==> config.mk <==
export PLATFORM = sky130hd
export DESIGN_NAME = ptm_core
export DESIGN_NICKNAME = d
export VERILOG_FILES = /design/src/verilog/ptm_pkg.sv /design/src/verilog/ptm_core.sv
export VERILOG_INCLUDE_DIRS = /design/src /design/src/verilog
export SDC_FILE = /design/constraint.sdc
export NUM_CORES = 1
export LEC_CHECK = 0
export BUFFER_PORTS_ARGS = -buffer_cell sky130_fd_sc_hd__buf_2
export CAP_MARGIN = 10
export CORE_MARGIN = 8
export CORE_UTILIZATION = 50
export CTS_CLUSTER_SIZE = 40
export DETAILED_ROUTE_END_ITERATION = 10
export PLACE_DENSITY = 0.8
export SLEW_MARGIN = 10
export SYNTH_ARGS = -nofsm -noshare
export SYNTH_HDL_FRONTEND = slang
export SYNTH_SLANG_ARGS = --single-unit
==> constraint.sdc <==
create_clock -name CLOCK -period 4.85 [get_ports CLOCK]
set_clock_uncertainty 0.1 [all_clocks]
set_input_delay 1.455 -clock CLOCK [delete_from_list [all_inputs] [get_ports CLOCK]]
set_output_delay 1.455 -clock CLOCK [all_outputs]
set_load 0.005 [all_outputs]
==> src/verilog/ptm_consts.svh <==
`ifndef PTM_CONSTS_SVH
`define PTM_CONSTS_SVH
`define PTM_OFF_CTRL0 12'h000
`define PTM_OFF_CTRL1 12'h004
`define PTM_OFF_CNTL 12'h008
`define PTM_OFF_CNTH 12'h00c
`define PTM_OFF_CMPAL 12'h010
`define PTM_OFF_CMPAH 12'h014
`define PTM_OFF_CMPPL 12'h018
`define PTM_OFF_CMPPH 12'h01c
`define PTM_OFF_IRQ_STAT 12'h020
`define PTM_OFF_IRQ_EN 12'h024
`define PTM_OFF_IRQ_CLR 12'h028
`define PTM_C0_PAUSE 7
`define PTM_C0_CKS_HI 6
`define PTM_C0_CKS_LO 4
`define PTM_C0_RUN 3
`define PTM_C1_MODE_HI 7
`define PTM_C1_MODE_LO 6
`define PTM_C1_PIN_HI 5
`define PTM_C1_PIN_LO 4
`define PTM_C1_OC 3
`define PTM_C1_POL 2
`define PTM_C1_CAPS 1
`define PTM_C1_CCLR 0
`define PTM_C0_MASK 8'hf8
`define PTM_C0_RESET 8'h00
`define PTM_C1_RESET 8'h00
`define PTM_IRQ_A 0
`define PTM_IRQ_P 1
`define PTM_DIV16 8'd16
`define PTM_DIV64 8'd64
`define PTM_DIV4 8'd4
`endif

==> src/verilog/ptm_pkg.sv <==
package ptm_pkg;
   typedef enum logic [1:0] {
      MODE_COMPARE,
      MODE_CAPTURE,
      MODE_PWM,
      MODE_TIMER
   } ptm_mode_t;
   typedef enum logic [2:0] {
      CK_SYS4,
      CK_SYS,
      CK_H16,
      CK_H64,
      CK_TBC,
      CK_H,
      CK_PIN_RISE,
      CK_PIN_FALL
   } ptm_clk_sel_t;
endpackage

==> src/verilog/ptm_core.sv <==
// Local design decisions: the APB interface to the registers and the register addresses.
`timescale 1ns/100ps
`include "ptm_consts.svh"
// Summary of operation
// RL1 - Ten-bit up counter clocked from a chosen internal or pin source.
// RL2 - Comparators A and P match the counter against two compare values.
// RL3 - Software cannot load the counter; its only way to zero it is a run rising edge.
// RL4 - Overflow or selected match clears the counter and raises an interrupt; while cclr is set, overflow raises no P event.
// RL5 - Pause bit freezes the counter; clearing it resumes from held value.
// RL6 - Three-bit clock select picks one of eight count sources.
// RL7 - Run bit set lets the counter count; clear stops it.
// RL8 - Run rising edge zeroes counter; falling edge keeps the residual value.
// RL9 - In compare output mode, run rising edge restores the initial pin level.
// RL10 - Counter is read-only; compare values split into low and high bytes.
// RL11 - One external input pin usable as clock; one output pin driven.
// RL12 - Mode field chooses compare, capture, PWM, or timer operation; capture mode latches no count here, the pin only holds its level.
// RL13 - Clear source: A match when set, else P match or overflow.
// RL14 - Pin function on A match: keep, low, high or toggle.
// RL15 - Output control bit gives initial level, or PWM active level.
// RL16 - Unimplemented control and high-byte bits ignore writes, read zero.
module ptm_core (
   input wire logic CLOCK,
   input wire logic RESETN,
   input wire logic HIGH_CLK_EN,
   input wire logic TIMEBASE_CLK_EN,
   input wire logic EXTERNAL_COUNT_PIN,
   input wire logic PSEL,
   input wire logic PENABLE,
   input wire logic PWRITE,
   input wire logic [11:0] PADDR,
   input wire logic [31:0] PWDATA,
   output logic [31:0] PRDATA,
   output logic PREADY,
   output logic PSLVERR,
   output logic TIMER_OUT,
   output logic IRQ
);
   logic [7:0] ctrl0_reg;
   logic [7:0] ctrl1_reg;
   logic [9:0] count_reg;
   logic [9:0] cmp_a_reg;
   logic [9:0] cmp_p_reg;
   logic [1:0] irq_stat_reg;
   logic [1:0] irq_en_reg;
   logic run_d_reg;
   logic pin_lvl_reg;
   logic [2:0] pin_sync_reg;
   logic [7:0] div_reg;
   logic [31:0] prdata_reg;
   logic pready_reg;
   logic pslverr_reg;
   logic out_reg;
   logic irq_reg;
   logic [5:0] hdiv_reg;

   // Bus decode; the access is answered in the second access cycle, after one wait state.
   wire access = PSEL && PENABLE && !PREADY;
   wire wr = access && PWRITE;
   wire [7:0] wbyte = PWDATA[7:0];
   wire hit = (PADDR <= `PTM_OFF_IRQ_CLR) && (PADDR[1:0] == 2'b00);

   wire run = ctrl0_reg[`PTM_C0_RUN];
   wire pause = ctrl0_reg[`PTM_C0_PAUSE];
   wire [2:0] cks = ctrl0_reg[`PTM_C0_CKS_HI:`PTM_C0_CKS_LO];
   wire [1:0] mode = ctrl1_reg[`PTM_C1_MODE_HI:`PTM_C1_MODE_LO];
   wire [1:0] pinf = ctrl1_reg[`PTM_C1_PIN_HI:`PTM_C1_PIN_LO];
   wire oc = ctrl1_reg[`PTM_C1_OC];
   wire pol = ctrl1_reg[`PTM_C1_POL];
   wire cclr = ctrl1_reg[`PTM_C1_CCLR];

   // Only the agreeing second and third stages feed edge detection.
   wire pin_stable = (pin_sync_reg[2] == pin_sync_reg[1]);
   wire pin_rise = pin_stable && pin_sync_reg[1] && !pin_lvl_reg;
   wire pin_fall = pin_stable && !pin_sync_reg[1] && pin_lvl_reg;

   // Dividers are free-running so a source change never waits on them.
   wire sys4_en = (div_reg[1:0] == 2'b11);
   wire h16_en = HIGH_CLK_EN && (hdiv_reg[3:0] == 4'hf);
   wire h64_en = HIGH_CLK_EN && (hdiv_reg == 6'h3f);

   logic tick_src;
   always_comb begin
      case (ptm_pkg::ptm_clk_sel_t'(cks)) // [RL6]
         ptm_pkg::CK_SYS4: tick_src = sys4_en;
         ptm_pkg::CK_SYS: tick_src = 1'b1;
         ptm_pkg::CK_H16: tick_src = h16_en;
         ptm_pkg::CK_H64: tick_src = h64_en;
         ptm_pkg::CK_TBC: tick_src = TIMEBASE_CLK_EN;
         ptm_pkg::CK_H: tick_src = HIGH_CLK_EN;
         ptm_pkg::CK_PIN_RISE: tick_src = pin_rise; // [RL11]
         default: tick_src = pin_fall;
      endcase
   end

   wire tick = run && !pause && tick_src; // [RL5] [RL7]
   wire run_rise = run && !run_d_reg; // [RL8]

   // Matches fire on the tick that lands the counter on the compare value.
   wire [9:0] cnt_inc = count_reg + 10'h001;
   wire match_a = tick && (cnt_inc == cmp_a_reg); // [RL2]
   wire match_p = tick && (cnt_inc == cmp_p_reg) && (cmp_p_reg != 10'h000);
   wire ovf = tick && (count_reg == 10'h3ff);
   wire clr_a = cclr && match_a; // [RL13]
   wire clr_p = !cclr && (match_p || (ovf && cmp_p_reg == 10'h000));
   wire ev_a = match_a;
   wire ev_p = !cclr && (match_p || ovf); // [RL4]

   logic [9:0] count_next;
   always_comb begin
      if (run_rise) begin
         count_next = 10'h000; // [RL3] [RL8]
      end else if (clr_a || clr_p) begin
         count_next = 10'h000; // [RL4]
      end else if (tick) begin
         count_next = cnt_inc; // [RL1]
      end else begin
         count_next = count_reg;
      end
   end

   logic out_next;
   always_comb begin
      out_next = out_reg;
      if (ptm_pkg::ptm_mode_t'(mode) == ptm_pkg::MODE_COMPARE) begin // [RL12]
         if (run_rise) begin
            out_next = oc; // [RL9] [RL15]
         end else if (ev_a) begin
            case (pinf) // [RL14]
               2'b01: out_next = 1'b0;
               2'b10: out_next = 1'b1;
               2'b11: out_next = !out_reg;
               default: out_next = out_reg;
            endcase
         end
      end else if (ptm_pkg::ptm_mode_t'(mode) == ptm_pkg::MODE_PWM) begin
         // Active level is oc while below the duty point, else inactive.
         out_next = (count_next < cmp_a_reg) ? oc : !oc; // [RL15]
      end
   end

   wire [7:0] ctrl0_next = wbyte & `PTM_C0_MASK; // [RL16]
   wire [1:0] irq_stat_next = (irq_stat_reg &
      ~((wr && PADDR == `PTM_OFF_IRQ_CLR) ? PWDATA[1:0] : 2'b00)) |
      {ev_p, ev_a};

   logic [31:0] rd_mux;
   always_comb begin
      case (PADDR)
         `PTM_OFF_CTRL0: rd_mux = {24'h000000, ctrl0_reg};
         `PTM_OFF_CTRL1: rd_mux = {24'h000000, ctrl1_reg};
         `PTM_OFF_CNTL: rd_mux = {24'h000000, count_reg[7:0]}; // [RL10]
         `PTM_OFF_CNTH: rd_mux = {30'h00000000, count_reg[9:8]}; // [RL16]
         `PTM_OFF_CMPAL: rd_mux = {24'h000000, cmp_a_reg[7:0]};
         `PTM_OFF_CMPAH: rd_mux = {30'h00000000, cmp_a_reg[9:8]};
         `PTM_OFF_CMPPL: rd_mux = {24'h000000, cmp_p_reg[7:0]};
         `PTM_OFF_CMPPH: rd_mux = {30'h00000000, cmp_p_reg[9:8]};
         `PTM_OFF_IRQ_STAT: rd_mux = {30'h00000000, irq_stat_reg};
         `PTM_OFF_IRQ_EN: rd_mux = {30'h00000000, irq_en_reg};
         default: rd_mux = 32'h00000000;
      endcase
   end

   always_ff @(posedge CLOCK or negedge RESETN) begin
      if (!RESETN) begin
         pin_sync_reg <= 3'h0;
         pin_lvl_reg <= 1'b0;
         div_reg <= 8'h00;
         hdiv_reg <= 6'h00;
      end else begin
         pin_sync_reg <= {pin_sync_reg[1:0], EXTERNAL_COUNT_PIN};
         if (pin_stable) begin
            pin_lvl_reg <= pin_sync_reg[1];
         end
         div_reg <= div_reg + 8'h01;
         if (HIGH_CLK_EN) begin
            hdiv_reg <= hdiv_reg + 6'h01;
         end
      end
   end

   always_ff @(posedge CLOCK or negedge RESETN) begin
      if (!RESETN) begin
         count_reg <= 10'h000;
         run_d_reg <= 1'b0;
         out_reg <= 1'b0;
         irq_stat_reg <= 2'b00;
         irq_reg <= 1'b0;
         TIMER_OUT <= 1'b0;
      end else begin
         count_reg <= count_next;
         run_d_reg <= run;
         out_reg <= out_next;
         irq_stat_reg <= irq_stat_next; // Set wins over clear.
         irq_reg <= |(irq_stat_next & irq_en_reg);
         TIMER_OUT <= (ptm_pkg::ptm_mode_t'(mode) == ptm_pkg::MODE_TIMER) ?
            1'b0 : (out_next ^ pol);
      end
   end

   always_ff @(posedge CLOCK or negedge RESETN) begin
      if (!RESETN) begin
         ctrl0_reg <= `PTM_C0_RESET;
         ctrl1_reg <= `PTM_C1_RESET;
         cmp_a_reg <= 10'h000;
         cmp_p_reg <= 10'h000;
         irq_en_reg <= 2'b00;
      end else if (wr) begin
         case (PADDR)
            `PTM_OFF_CTRL0: ctrl0_reg <= ctrl0_next;
            `PTM_OFF_CTRL1: ctrl1_reg <= wbyte;
            `PTM_OFF_CMPAL: cmp_a_reg[7:0] <= wbyte; // [RL10]
            `PTM_OFF_CMPAH: cmp_a_reg[9:8] <= wbyte[1:0]; // [RL16]
            `PTM_OFF_CMPPL: cmp_p_reg[7:0] <= wbyte;
            `PTM_OFF_CMPPH: cmp_p_reg[9:8] <= wbyte[1:0];
            `PTM_OFF_IRQ_EN: irq_en_reg <= wbyte[1:0];
            default: ;
         endcase
      end
   end

   always_ff @(posedge CLOCK or negedge RESETN) begin
      if (!RESETN) begin
         prdata_reg <= 32'h00000000;
         pready_reg <= 1'b0;
         pslverr_reg <= 1'b0;
      end else begin
         pready_reg <= access;
         pslverr_reg <= access && !hit;
         if (access && !PWRITE) begin
            prdata_reg <= rd_mux;
         end
      end
   end

   assign PRDATA = prdata_reg;
   assign PREADY = pready_reg;
   assign PSLVERR = pslverr_reg;
   assign IRQ = irq_reg;

   a_run_rise_zero: assert property (@(posedge CLOCK) disable iff (!RESETN)
      run_rise |=> count_reg == 10'h000) // [RL8]
      else $error("Counter not zeroed on run rising edge.");
   a_pause_hold: assert property (@(posedge CLOCK) disable iff (!RESETN)
      (pause && !run_rise) |=> $stable(count_reg)) // [RL5]
      else $error("Counter moved while paused.");
   a_off_hold: assert property (@(posedge CLOCK) disable iff (!RESETN)
      (!run && run_d_reg == 1'b0) |=> $stable(count_reg)) // [RL7]
      else $error("Counter moved while off.");
   a_clear_on_a: assert property (@(posedge CLOCK) disable iff (!RESETN)
      (cclr && match_a) |=> count_reg == 10'h000) // [RL13]
      else $error("Counter not cleared on A match.");
   a_irq_sticky: assert property (@(posedge CLOCK) disable iff (!RESETN)
      ev_a |=> irq_stat_reg[`PTM_IRQ_A]) // [RL4]
      else $error("A event did not set status.");
   a_init_level: assert property (@(posedge CLOCK) disable iff (!RESETN)
      (run_rise && mode == 2'b00) |=> out_reg == $past(oc)) // [RL9]
      else $error("Output not restored to initial level.");
   a_toggle_out: assert property (@(posedge CLOCK) disable iff (!RESETN)
      (mode == 2'b00 && ev_a && !run_rise && pinf == 2'b11)
      |=> out_reg != $past(out_reg)) // [RL14]
      else $error("Output did not toggle on A match.");
   a_count_step: assert property (@(posedge CLOCK) disable iff (!RESETN)
      (tick && !run_rise && !clr_a && !clr_p)
      |=> count_reg == $past(count_reg) + 10'h001) // [RL1]
      else $error("Counter did not step on tick.");
   a_hi_zero: assert property (@(posedge CLOCK) disable iff (!RESETN)
      ctrl0_reg[2:0] == 3'h0) // [RL16]
      else $error("Unimplemented control bits set.");

   // Counter clear, hold and event checks.
   // Most name the cycle after the cause, since every state is a flop; a_no_p_when_a, a_irq_level and a_pause_no_event check the same cycle.
   a_clear_on_p: assert property ( // [RL13]
      @(posedge CLOCK) disable iff (!RESETN)
      (!cclr && match_p) |=> count_reg == 10'h000)
      else $error("Counter not cleared on P match.");
   a_ovf_wrap: assert property ( // [RL4]
      @(posedge CLOCK) disable iff (!RESETN)
      ovf |=> count_reg == 10'h000)
      else $error("Counter not zero after overflow.");
   a_irq_p_sticky: assert property ( // [RL4]
      @(posedge CLOCK) disable iff (!RESETN)
      ev_p |=> irq_stat_reg[`PTM_IRQ_P])
      else $error("P event did not set status.");
   a_no_p_when_a: assert property ( // [RL13]
      @(posedge CLOCK) disable iff (!RESETN)
      cclr |-> !ev_p)
      else $error("P event raised while A clears the counter.");
   a_clear_status: assert property ( // [RL4]
      @(posedge CLOCK) disable iff (!RESETN)
      (wr && PADDR == `PTM_OFF_IRQ_CLR && PWDATA[0] && !ev_a)
      |=> !irq_stat_reg[`PTM_IRQ_A])
      else $error("A status not cleared by write.");
   a_irq_level: assert property ( // [RL4]
      @(posedge CLOCK) disable iff (!RESETN)
      $stable(irq_en_reg) |-> IRQ == |(irq_stat_reg & irq_en_reg))
      else $error("Interrupt level disagrees with status.");
   a_pause_no_event: assert property ( // [RL5]
      @(posedge CLOCK) disable iff (!RESETN)
      pause |-> !ev_a)
      else $error("Match event while paused.");
   a_run_fall_keep: assert property ( // [RL8]
      @(posedge CLOCK) disable iff (!RESETN)
      (!run && run_d_reg) |=> $stable(count_reg))
      else $error("Residual count lost on run falling edge.");
   a_ro_count: assert property ( // [RL3]
      @(posedge CLOCK) disable iff (!RESETN)
      (wr && PADDR == `PTM_OFF_CNTL && !tick && !run_rise)
      |=> $stable(count_reg))
      else $error("Counter changed by a register write.");

   // Clock source checks.
   a_sys4_rate: assert property ( // [RL6]
      @(posedge CLOCK) disable iff (!RESETN)
      sys4_en |=> !sys4_en)
      else $error("Quarter-rate enable lasted two cycles.");
   a_tbc_tick: assert property ( // [RL6]
      @(posedge CLOCK) disable iff (!RESETN)
      (run && !pause && cks == 3'b100 && TIMEBASE_CLK_EN) |-> tick)
      else $error("Timebase enable gave no count tick.");
   a_ext_rise_once: assert property ( // [RL11]
      @(posedge CLOCK) disable iff (!RESETN)
      pin_rise |=> !pin_rise)
      else $error("One pin edge counted twice.");

   // Output pin checks.
   a_pin_low: assert property ( // [RL14]
      @(posedge CLOCK) disable iff (!RESETN)
      (mode == 2'b00 && ev_a && !run_rise && pinf == 2'b01) |=> !out_reg)
      else $error("Output not driven low on A match.");
   a_pin_high: assert property ( // [RL14]
      @(posedge CLOCK) disable iff (!RESETN)
      (mode == 2'b00 && ev_a && !run_rise && pinf == 2'b10) |=> out_reg)
      else $error("Output not driven high on A match.");
   a_timer_pin_low: assert property ( // [RL12]
      @(posedge CLOCK) disable iff (!RESETN)
      (mode == 2'b11) |=> !TIMER_OUT)
      else $error("Output pin driven in timer mode.");
   a_pwm_level: assert property ( // [RL15]
      @(posedge CLOCK) disable iff (!RESETN)
      (mode == 2'b10) |=> TIMER_OUT == (((count_reg < $past(cmp_a_reg)) ?
      $past(oc) : !$past(oc)) ^ $past(pol)))
      else $error("PWM output level wrong.");

   // Register interface checks.
   a_cmp_a_written: assert property ( // [RL10]
      @(posedge CLOCK) disable iff (!RESETN)
      (wr && PADDR == `PTM_OFF_CMPAL) |=> cmp_a_reg[7:0] == $past(wbyte))
      else $error("Compare A low byte not written.");
   a_cmp_p_written: assert property ( // [RL10]
      @(posedge CLOCK) disable iff (!RESETN)
      (wr && PADDR == `PTM_OFF_CMPPL) |=> cmp_p_reg[7:0] == $past(wbyte))
      else $error("Compare P low byte not written.");
   a_ctrl0_mask: assert property ( // [RL16]
      @(posedge CLOCK) disable iff (!RESETN)
      (wr && PADDR == `PTM_OFF_CTRL0) |=> ctrl0_reg == ($past(wbyte) & 8'hf8))
      else $error("Control zero write not masked.");
   a_high_bytes: assert property ( // [RL16]
      @(posedge CLOCK) disable iff (!RESETN)
      (access && !PWRITE && PADDR == `PTM_OFF_CMPAH) |=> PRDATA[31:2] == 30'h0)
      else $error("Unimplemented high-byte bits read nonzero.");
   a_ready_answer: assert property ( // [RL10]
      @(posedge CLOCK) disable iff (!RESETN)
      access |=> PREADY)
      else $error("Access not answered in one cycle.");
   a_ready_pulse: assert property ( // [RL10]
      @(posedge CLOCK) disable iff (!RESETN)
      PREADY |=> !PREADY)
      else $error("Ready held longer than one cycle.");
   a_slverr: assert property ( // [RL16]
      @(posedge CLOCK) disable iff (!RESETN)
      (access && !hit) |=> PSLVERR)
      else $error("Unmapped access gave no error.");

   c_match_a: cover property (@(posedge CLOCK) disable iff (!RESETN) ev_a);
   c_overflow: cover property (@(posedge CLOCK) disable iff (!RESETN) ovf);
   c_irq: cover property (@(posedge CLOCK) disable iff (!RESETN) IRQ);
   c_pin_clock: cover property (@(posedge CLOCK) disable iff (!RESETN)
      tick && cks[2:1] == 2'b11);
   c_pwm: cover property (@(posedge CLOCK) disable iff (!RESETN)
      mode == 2'b10 && tick);
endmodule

Yosys cells after proc, flatten, opt, wreduce, memory -nomap -nowiden. Index checks and enable logic that the tools add are counted.

Bits in registers: 103. Input port bits: 52. Output and inout bits: 36. Logic and storage cells: 122.

$add $sub $neg: 3. Magnitude comparators: 2. Eq/ne operators: 28. Mux-type cells: 13. Bitwise logic cells: 5. Reduce and logical (&&, ||, !) cells: 51.

Operators by type and width (count): 8-bit case mux with 10 select lines (1); 12-bit by 5-bit equality test with 1-bit output, second input constant (4); 12-bit by 6-bit equality test with 1-bit output, second input constant (3); 10-bit 2-to-1 mux (3); 12-bit by 4-bit equality test with 1-bit output, second input constant (2); 1-bit logical AND (24); 10-bit equality test (2); 2-bit AND reduction (7); 12-bit by 3-bit equality test with 1-bit output, second input constant (1); 12-bit by 6-bit less-or-equal comparator with 1-bit output, second input constant (1); 12-bit zero test (1); 10-bit by 1-bit adder with 10-bit output, second input constant (1); 10-bit equality test, second input constant (1); 2-bit equality test, second input constant (5); 1-bit zero test (10); 10-bit zero test (1); 10-bit less-than comparator (1); 10-bit nonzero test (1); 3-bit equality test, second input constant (3); 8-bit by 1-bit adder with 8-bit output, second input constant (1); 1-bit case mux with 7 select lines (1); 6-bit by 1-bit adder with 6-bit output, second input constant (1); 3-bit by 2-bit equality test with 1-bit output, second input constant (2); 6-bit equality test, second input constant (1); 15 further kinds (24).

Logic depth before layout (Yosys ltp).
Depth in word-level cells: 18. Depth in mapped cells: 21. Mapped depth without buffers: 19.

Least setup slack after synthesis. Ideal clock, no wire load.

Kind: input to register. Start point: input HIGH_CLK_EN. End point: register TIMER_OUT. Setup time: 96 ps. Arrival time: 4722 ps. Data required time: 4654 ps. Path slack: -68 ps. Stages on the path: 18. Buffers on the path: 1. Cells stage by stage: nand4_1 a21oi_1 o221ai_1 nor4_1 nand3_1 a32oi_2 clkbuf_1 nor2_1 ha_1 a21o_1 a21o_1 a21oi_1 o21ai_0 a31o_2 nor3_1 a221oi_1 and4_1 a311oi_2.

Longest elaborated chain between the ends: 16. Elaborated cells on any way between the ends: 24. Those cells by class: order compare: 1; mux: 10; bitwise: 1; reduce/logical: 12.

RTL lines: start: declaration (RTL line ptm_core.sv:24) `input wire logic HIGH_CLK_EN,`; 1-bit logical AND (on tied branches) (RTL line ptm_core.sv:79, ptm_core.sv:78); 1-bit case mux with 7 select lines (*) (RTL line ptm_core.sv:83) `case (ptm_pkg::ptm_clk_sel_t'(cks))`; 1-bit logical AND (*) (RTL line ptm_core.sv:95) `wire tick = run && !pause && tick_src;`; 1-bit logical AND (on tied branches) (RTL line ptm_core.sv:101, ptm_core.sv:102); 1-bit logical AND (on tied branches) (RTL line ptm_core.sv:101, ptm_core.sv:104); 1-bit logical OR (RTL line ptm_core.sv:104) `wire clr_p = !cclr && (match_p || (ovf && cmp_p_reg == 10'h000));`; 1-bit logical AND (RTL line ptm_core.sv:104); 1-bit logical OR (RTL line ptm_core.sv:112) `end else if (clr_a || clr_p) begin`; 10-bit 2-to-1 mux (*) (RTL line ptm_core.sv:112); 10-bit 2-to-1 mux (*) (RTL line ptm_core.sv:110) `if (run_rise) begin`; via count_next[3] (RTL line ptm_core.sv:108) `logic [9:0] count_next;`; 10-bit less-than comparator (*) (RTL line ptm_core.sv:137) `out_next = (count_next < cmp_a_reg) ? oc : !oc;`; 1-bit 2-to-1 mux (*) (RTL line ptm_core.sv:137); 1-bit 2-to-1 mux (*) (RTL line ptm_core.sv:135) `end else if (ptm_pkg::ptm_mode_t'(mode) == ptm_pkg::MODE_PWM) begin`; 1-bit 2-to-1 mux (*) (RTL line ptm_core.sv:124) `if (ptm_pkg::ptm_mode_t'(mode) == ptm_pkg::MODE_COMPARE) begin`; 1-bit XOR (*) (RTL line ptm_core.sv:196) `1'b0 : (out_next ^ pol);`; 1-bit 2-to-1 mux (*) (RTL line ptm_core.sv:195) `TIMER_OUT <= (ptm_pkg::ptm_mode_t'(mode) == ptm_pkg::MODE_TIMER) ?`; end signal: assignment (RTL line ptm_core.sv:195); end: declaration (RTL line ptm_core.sv:35) `output logic TIMER_OUT,`.

Mark *: on every way through the listed nets, which the timed path passes. The rest lies on a longest branch. A chain may end at the register's enable or synchronous reset.

Worst setup path after layout. Same ends and word-level chain as after synthesis.

==> reports/qor.txt <==
Share of total power in combinational logic - 10.2%
Total stage count of the critical path - 19
Post-layout minimum cycle time - 4.734 ns
Post-synthesis instance area - 4482 µm²
Number of unique standard cell types used by synthesis - 60
Die Area - 12250 µm²
Type of the setup path with the least slack - input port to register
Setup TNS - 0 ns
Worst setup path startpoint - HIGH_CLK_EN
Library cell used as clock root buffer - sky130_fd_sc_hd__clkbuf_8
Outcome - complete, no violations
Synthesis warning total - 0
Via-per-instance ratio - 5.784
Net switching power - 0.3457 mW
Top-level I/O count - 88
Dominant register cell in the synthesized netlist - sky130_fd_sc_hd__dfrtp_1
Hold Crit Start - pin_sync_reg[0]$_DFF_PN0_
Total routed wirelength - 11.30 mm
Clock transition time at the flip-flop clock pins of the worst setup and hold paths - 0.07 ns
Most numerous cell types in the synthesized netlist - sky130_fd_sc_hd__dfrtp_1, sky130_fd_sc_hd__nand2_1, sky130_fd_sc_hd__nor2_1
Part of the cycle the worst path needs - 97.61%
Largest driver fanout on the critical path - 10
Setup Viol. Count Final - 0
Initial DRT Pass Iterations - 6
Worst relative slew slack - 59.82%
Insertion delay of the later-clocked pin in the worst-skew pair - 0.36 ns
Total of flip-flops plus latches after synthesis - 73
Number of antenna-violating nets in the routed design - 0
GRT overflow - 0
Worst reg2reg startpoint - count_reg[0]$_DFF_PN0_
Die Span X - 110.7 µm
Library cell with the largest summed area after synthesis - sky130_fd_sc_hd__dfrtp_1
Average wire length per cell after detail routing - 17.80 µm
CTS tree - built
Count of endpoints failing hold in the final timing report - 0
Kind of launch point of the worst setup path - input port
Hold Worst Slack - 0.2486 ns
Switching part of the total power - 25.55%
CP Data Required Time - 5.01 ns
Number of core rows - 34
Sequential cell area fraction in the yosys report - 40.76%
CTS buffer count - 9
Async set or reset register ratio after synthesis - 100.0%
Synth-to-Final Area Change - 15.27%
Buffers added on ports - 39
Ratio of cells with drive above 1 in the final layout - 25.43%
Internal power of the cells - 1.008 mW
Antenna violations before repair - 0
Initial core utilization - 51.39%
CORE AREA - 8721 µm²
Maximum vdd drop - 0.0001024 V
Number of pins exceeding their max-slew limit in the final report - 0
Static Leakage - 2.447 nW
Number of H-tree levels - 3
Synthesized area per cell - 9.701 µm²
Cells after Synth - 462
Top cells by area in the synthesized netlist - sky130_fd_sc_hd__dfrtp_1, sky130_fd_sc_hd__mux2_2, sky130_fd_sc_hd__buf_4
Most common cell in the netlist - sky130_fd_sc_hd__dfrtp_1
Worst Hold Path Cells - 0
Worst min-delay path category - register to register
Post-layout net count - 588
Share of total power in sequential cells - 49.9%
Kind of cell with the highest combined delay on the critical path - compound AO/OA/AOI/OAI gates
Max_cap viols - 0
Element type at the critical path end - register
Die Height - 110.7 µm
Remaining routing DRC violations - 0
Clk sink count - 73
Worst R2R Path Depth - 17
Critical path buffer and inverter count - 3
Max stage delay on crit path - 0.34 ns
Placed cell count - 613
Max Fclk - 0.2112 GHz
P per Cell Area - 262.0 nW/µm²
Critical-path top delay cell - sky130_fd_sc_hd__a32oi_4
Via count of the first global-routing pass - 3692
Least-Margin Pin Slew - 0.6005 ns
DR vias - 3673
Overall fraction of global-route tracks in use - 18.21%
Count of routing violations after the opening detailed-route iteration - 313
Clock network fraction of design power - 39.9%
Critical path, cell by cell - buf_6 > nand4_1 > a21oi_2 > o221ai_2 > buf_4 > buf_6 > nand4b_1 > a32oi_4 > nor2_2 > ha_1 > a21o_1 > a21o_1 > a21oi_2 > o21ai_1 > a31o_2 > nor3_2 > a221oi_4 > and4_1 > a311oi_2
CP Data Arrival Time - 4.90 ns
Estimated wirelength of the detail-placed design - 8.667 mm
RePlAce Congestion - 0.9063
Pin count of the biggest net entering global routing - 34
Layout Cells excl Fill - 635
Final antenna diode count - 0
Design Power - 1.353 mW
Unrepaired setup endpoints after global routing - true
Maximum buffer depth of the clock tree - 2
First-pass GRT wire length - 18.40 mm
Fraction of post-synthesis cell area in the top cell type by area - 40.76%
Number of synthesized flops with an enable pin - 0
## area by class of cell
| cell class | count | area [µm²] |
|---|---|---|
| repair buffers | 68 | 426.7 |
| flip-flops and latches | 73 | 1827 |
| inverters | 19 | 71.32 |
| multi-input cells | 351 | 2477 |
| clock buffers | 10 | 137.6 |
| fillers | 724 | 3555 |
| well taps | 108 | 135.1 |
| clock inverters | 6 | 91.34 |
## layout by cell type (no fill, tap or decap), drive strengths merged, types with 14 or more instances in the layout
master / instances
dfrtp: 73
buf: 68
nand2: 51
nor2: 34
mux2: 28
conb: 24
nor3: 21
xnor2: 20
o21ai: 20
inv: 19
nand3: 17
xor2: 15
ha: 14
## worst register-to-register path: stages, from the launching register on
cell and delay [ns]:
sky130_fd_sc_hd__dfrtp_1 0.39, sky130_fd_sc_hd__ha_1 0.36, sky130_fd_sc_hd__xor2_1 0.20, sky130_fd_sc_hd__or4_1 0.55, sky130_fd_sc_hd__a2111oi_2 0.36, sky130_fd_sc_hd__nand4b_1 0.22
sky130_fd_sc_hd__a32oi_4 0.34, sky130_fd_sc_hd__nor2_2 0.09, sky130_fd_sc_hd__ha_1 0.31, sky130_fd_sc_hd__a21o_1 0.18, sky130_fd_sc_hd__a21o_1 0.15, sky130_fd_sc_hd__a21oi_2 0.14
sky130_fd_sc_hd__o21ai_1 0.07, sky130_fd_sc_hd__a31o_2 0.30, sky130_fd_sc_hd__nor3_2 0.21, sky130_fd_sc_hd__a221oi_4 0.09, sky130_fd_sc_hd__and4_1 0.26, sky130_fd_sc_hd__a311oi_2 0.23
## logic make-up after synthesis
group | after synthesis | synth area share (%)
AO/OA/AOI/OAI | 78 | 12.95
XOR/XNOR | 37 | 8.012
adder cells (fa/ha/maj) | 14 | 3.908
buffers and inverters | 61 | 8.040
flip-flops | 73 | 40.76
multiplexers | 33 | 8.152
other | 1 | 0.08367
AND/OR/NAND/NOR | 165 | 18.09
## path summary, 6_finish.rpt
path	end	slack [ns]
max	TIMER_OUT$_DFF_PN0_	0.12
min	pin_sync_reg[1]$_DFF_PN0_	0.25
max reg2reg	TIMER_OUT$_DFF_PN0_	0.21
min reg2reg	pin_sync_reg[1]$_DFF_PN0_	0.25
max in group asynchronous	ctrl1_reg[4]$_DFFE_PN0P_	3.01
min in group asynchronous	hdiv_reg[4]$_DFFE_PN0P_	0.89
## per-layer routing
metal | wire, µm | share of wire [%] | vias to the layer above | global-route usage (%)
met5 | 0 | 0 | - | 0
met4 | 144 | 1.3 | 0 | 5.045
met3 | 837 | 7.4 | 16 | 5.087
met2 | 5462 | 48 | 134 | 29.13
met1 | 4856 | 43 | 1808 | 23.49
li1 | - | - | 1715 | -
## metrics by stage
stage | utilization, % | setup slack, ns | cell area, µm²
after CTS | 57.78 | 0.009261 | 5039
after detailed placement | 54.84 | -0.6186 | 4782
after global routing | 59.24 | -0.1799 | 5166
after floorplan | - | 0.03581 | 4569
after global placement | 54.84 | -0.4955 | 4782
final | 59.24 | 0.1159 | 5166
## repair_timing
action,4_1_cts,5_1_grt
pin swaps,5,17
endpoints found under the setup margin,2,2
hold buffers,0,0
gates resized for setup,4,16
buffers inserted,1,6
## power by group through the flow
stage | clock network, mW | logic [mW] | registers (mW)
floorplan | 0 | 0.102 | 0.675
global placement | 0 | 0.127 | 0.684
detailed placement | 0 | 0.134 | 0.685
CTS | 0.546 | 0.134 | 0.675
global route | 0.574 | 0.158 | 0.680
finish | 0.540 | 0.139 | 0.675
(Power assumes the default switching activity.)
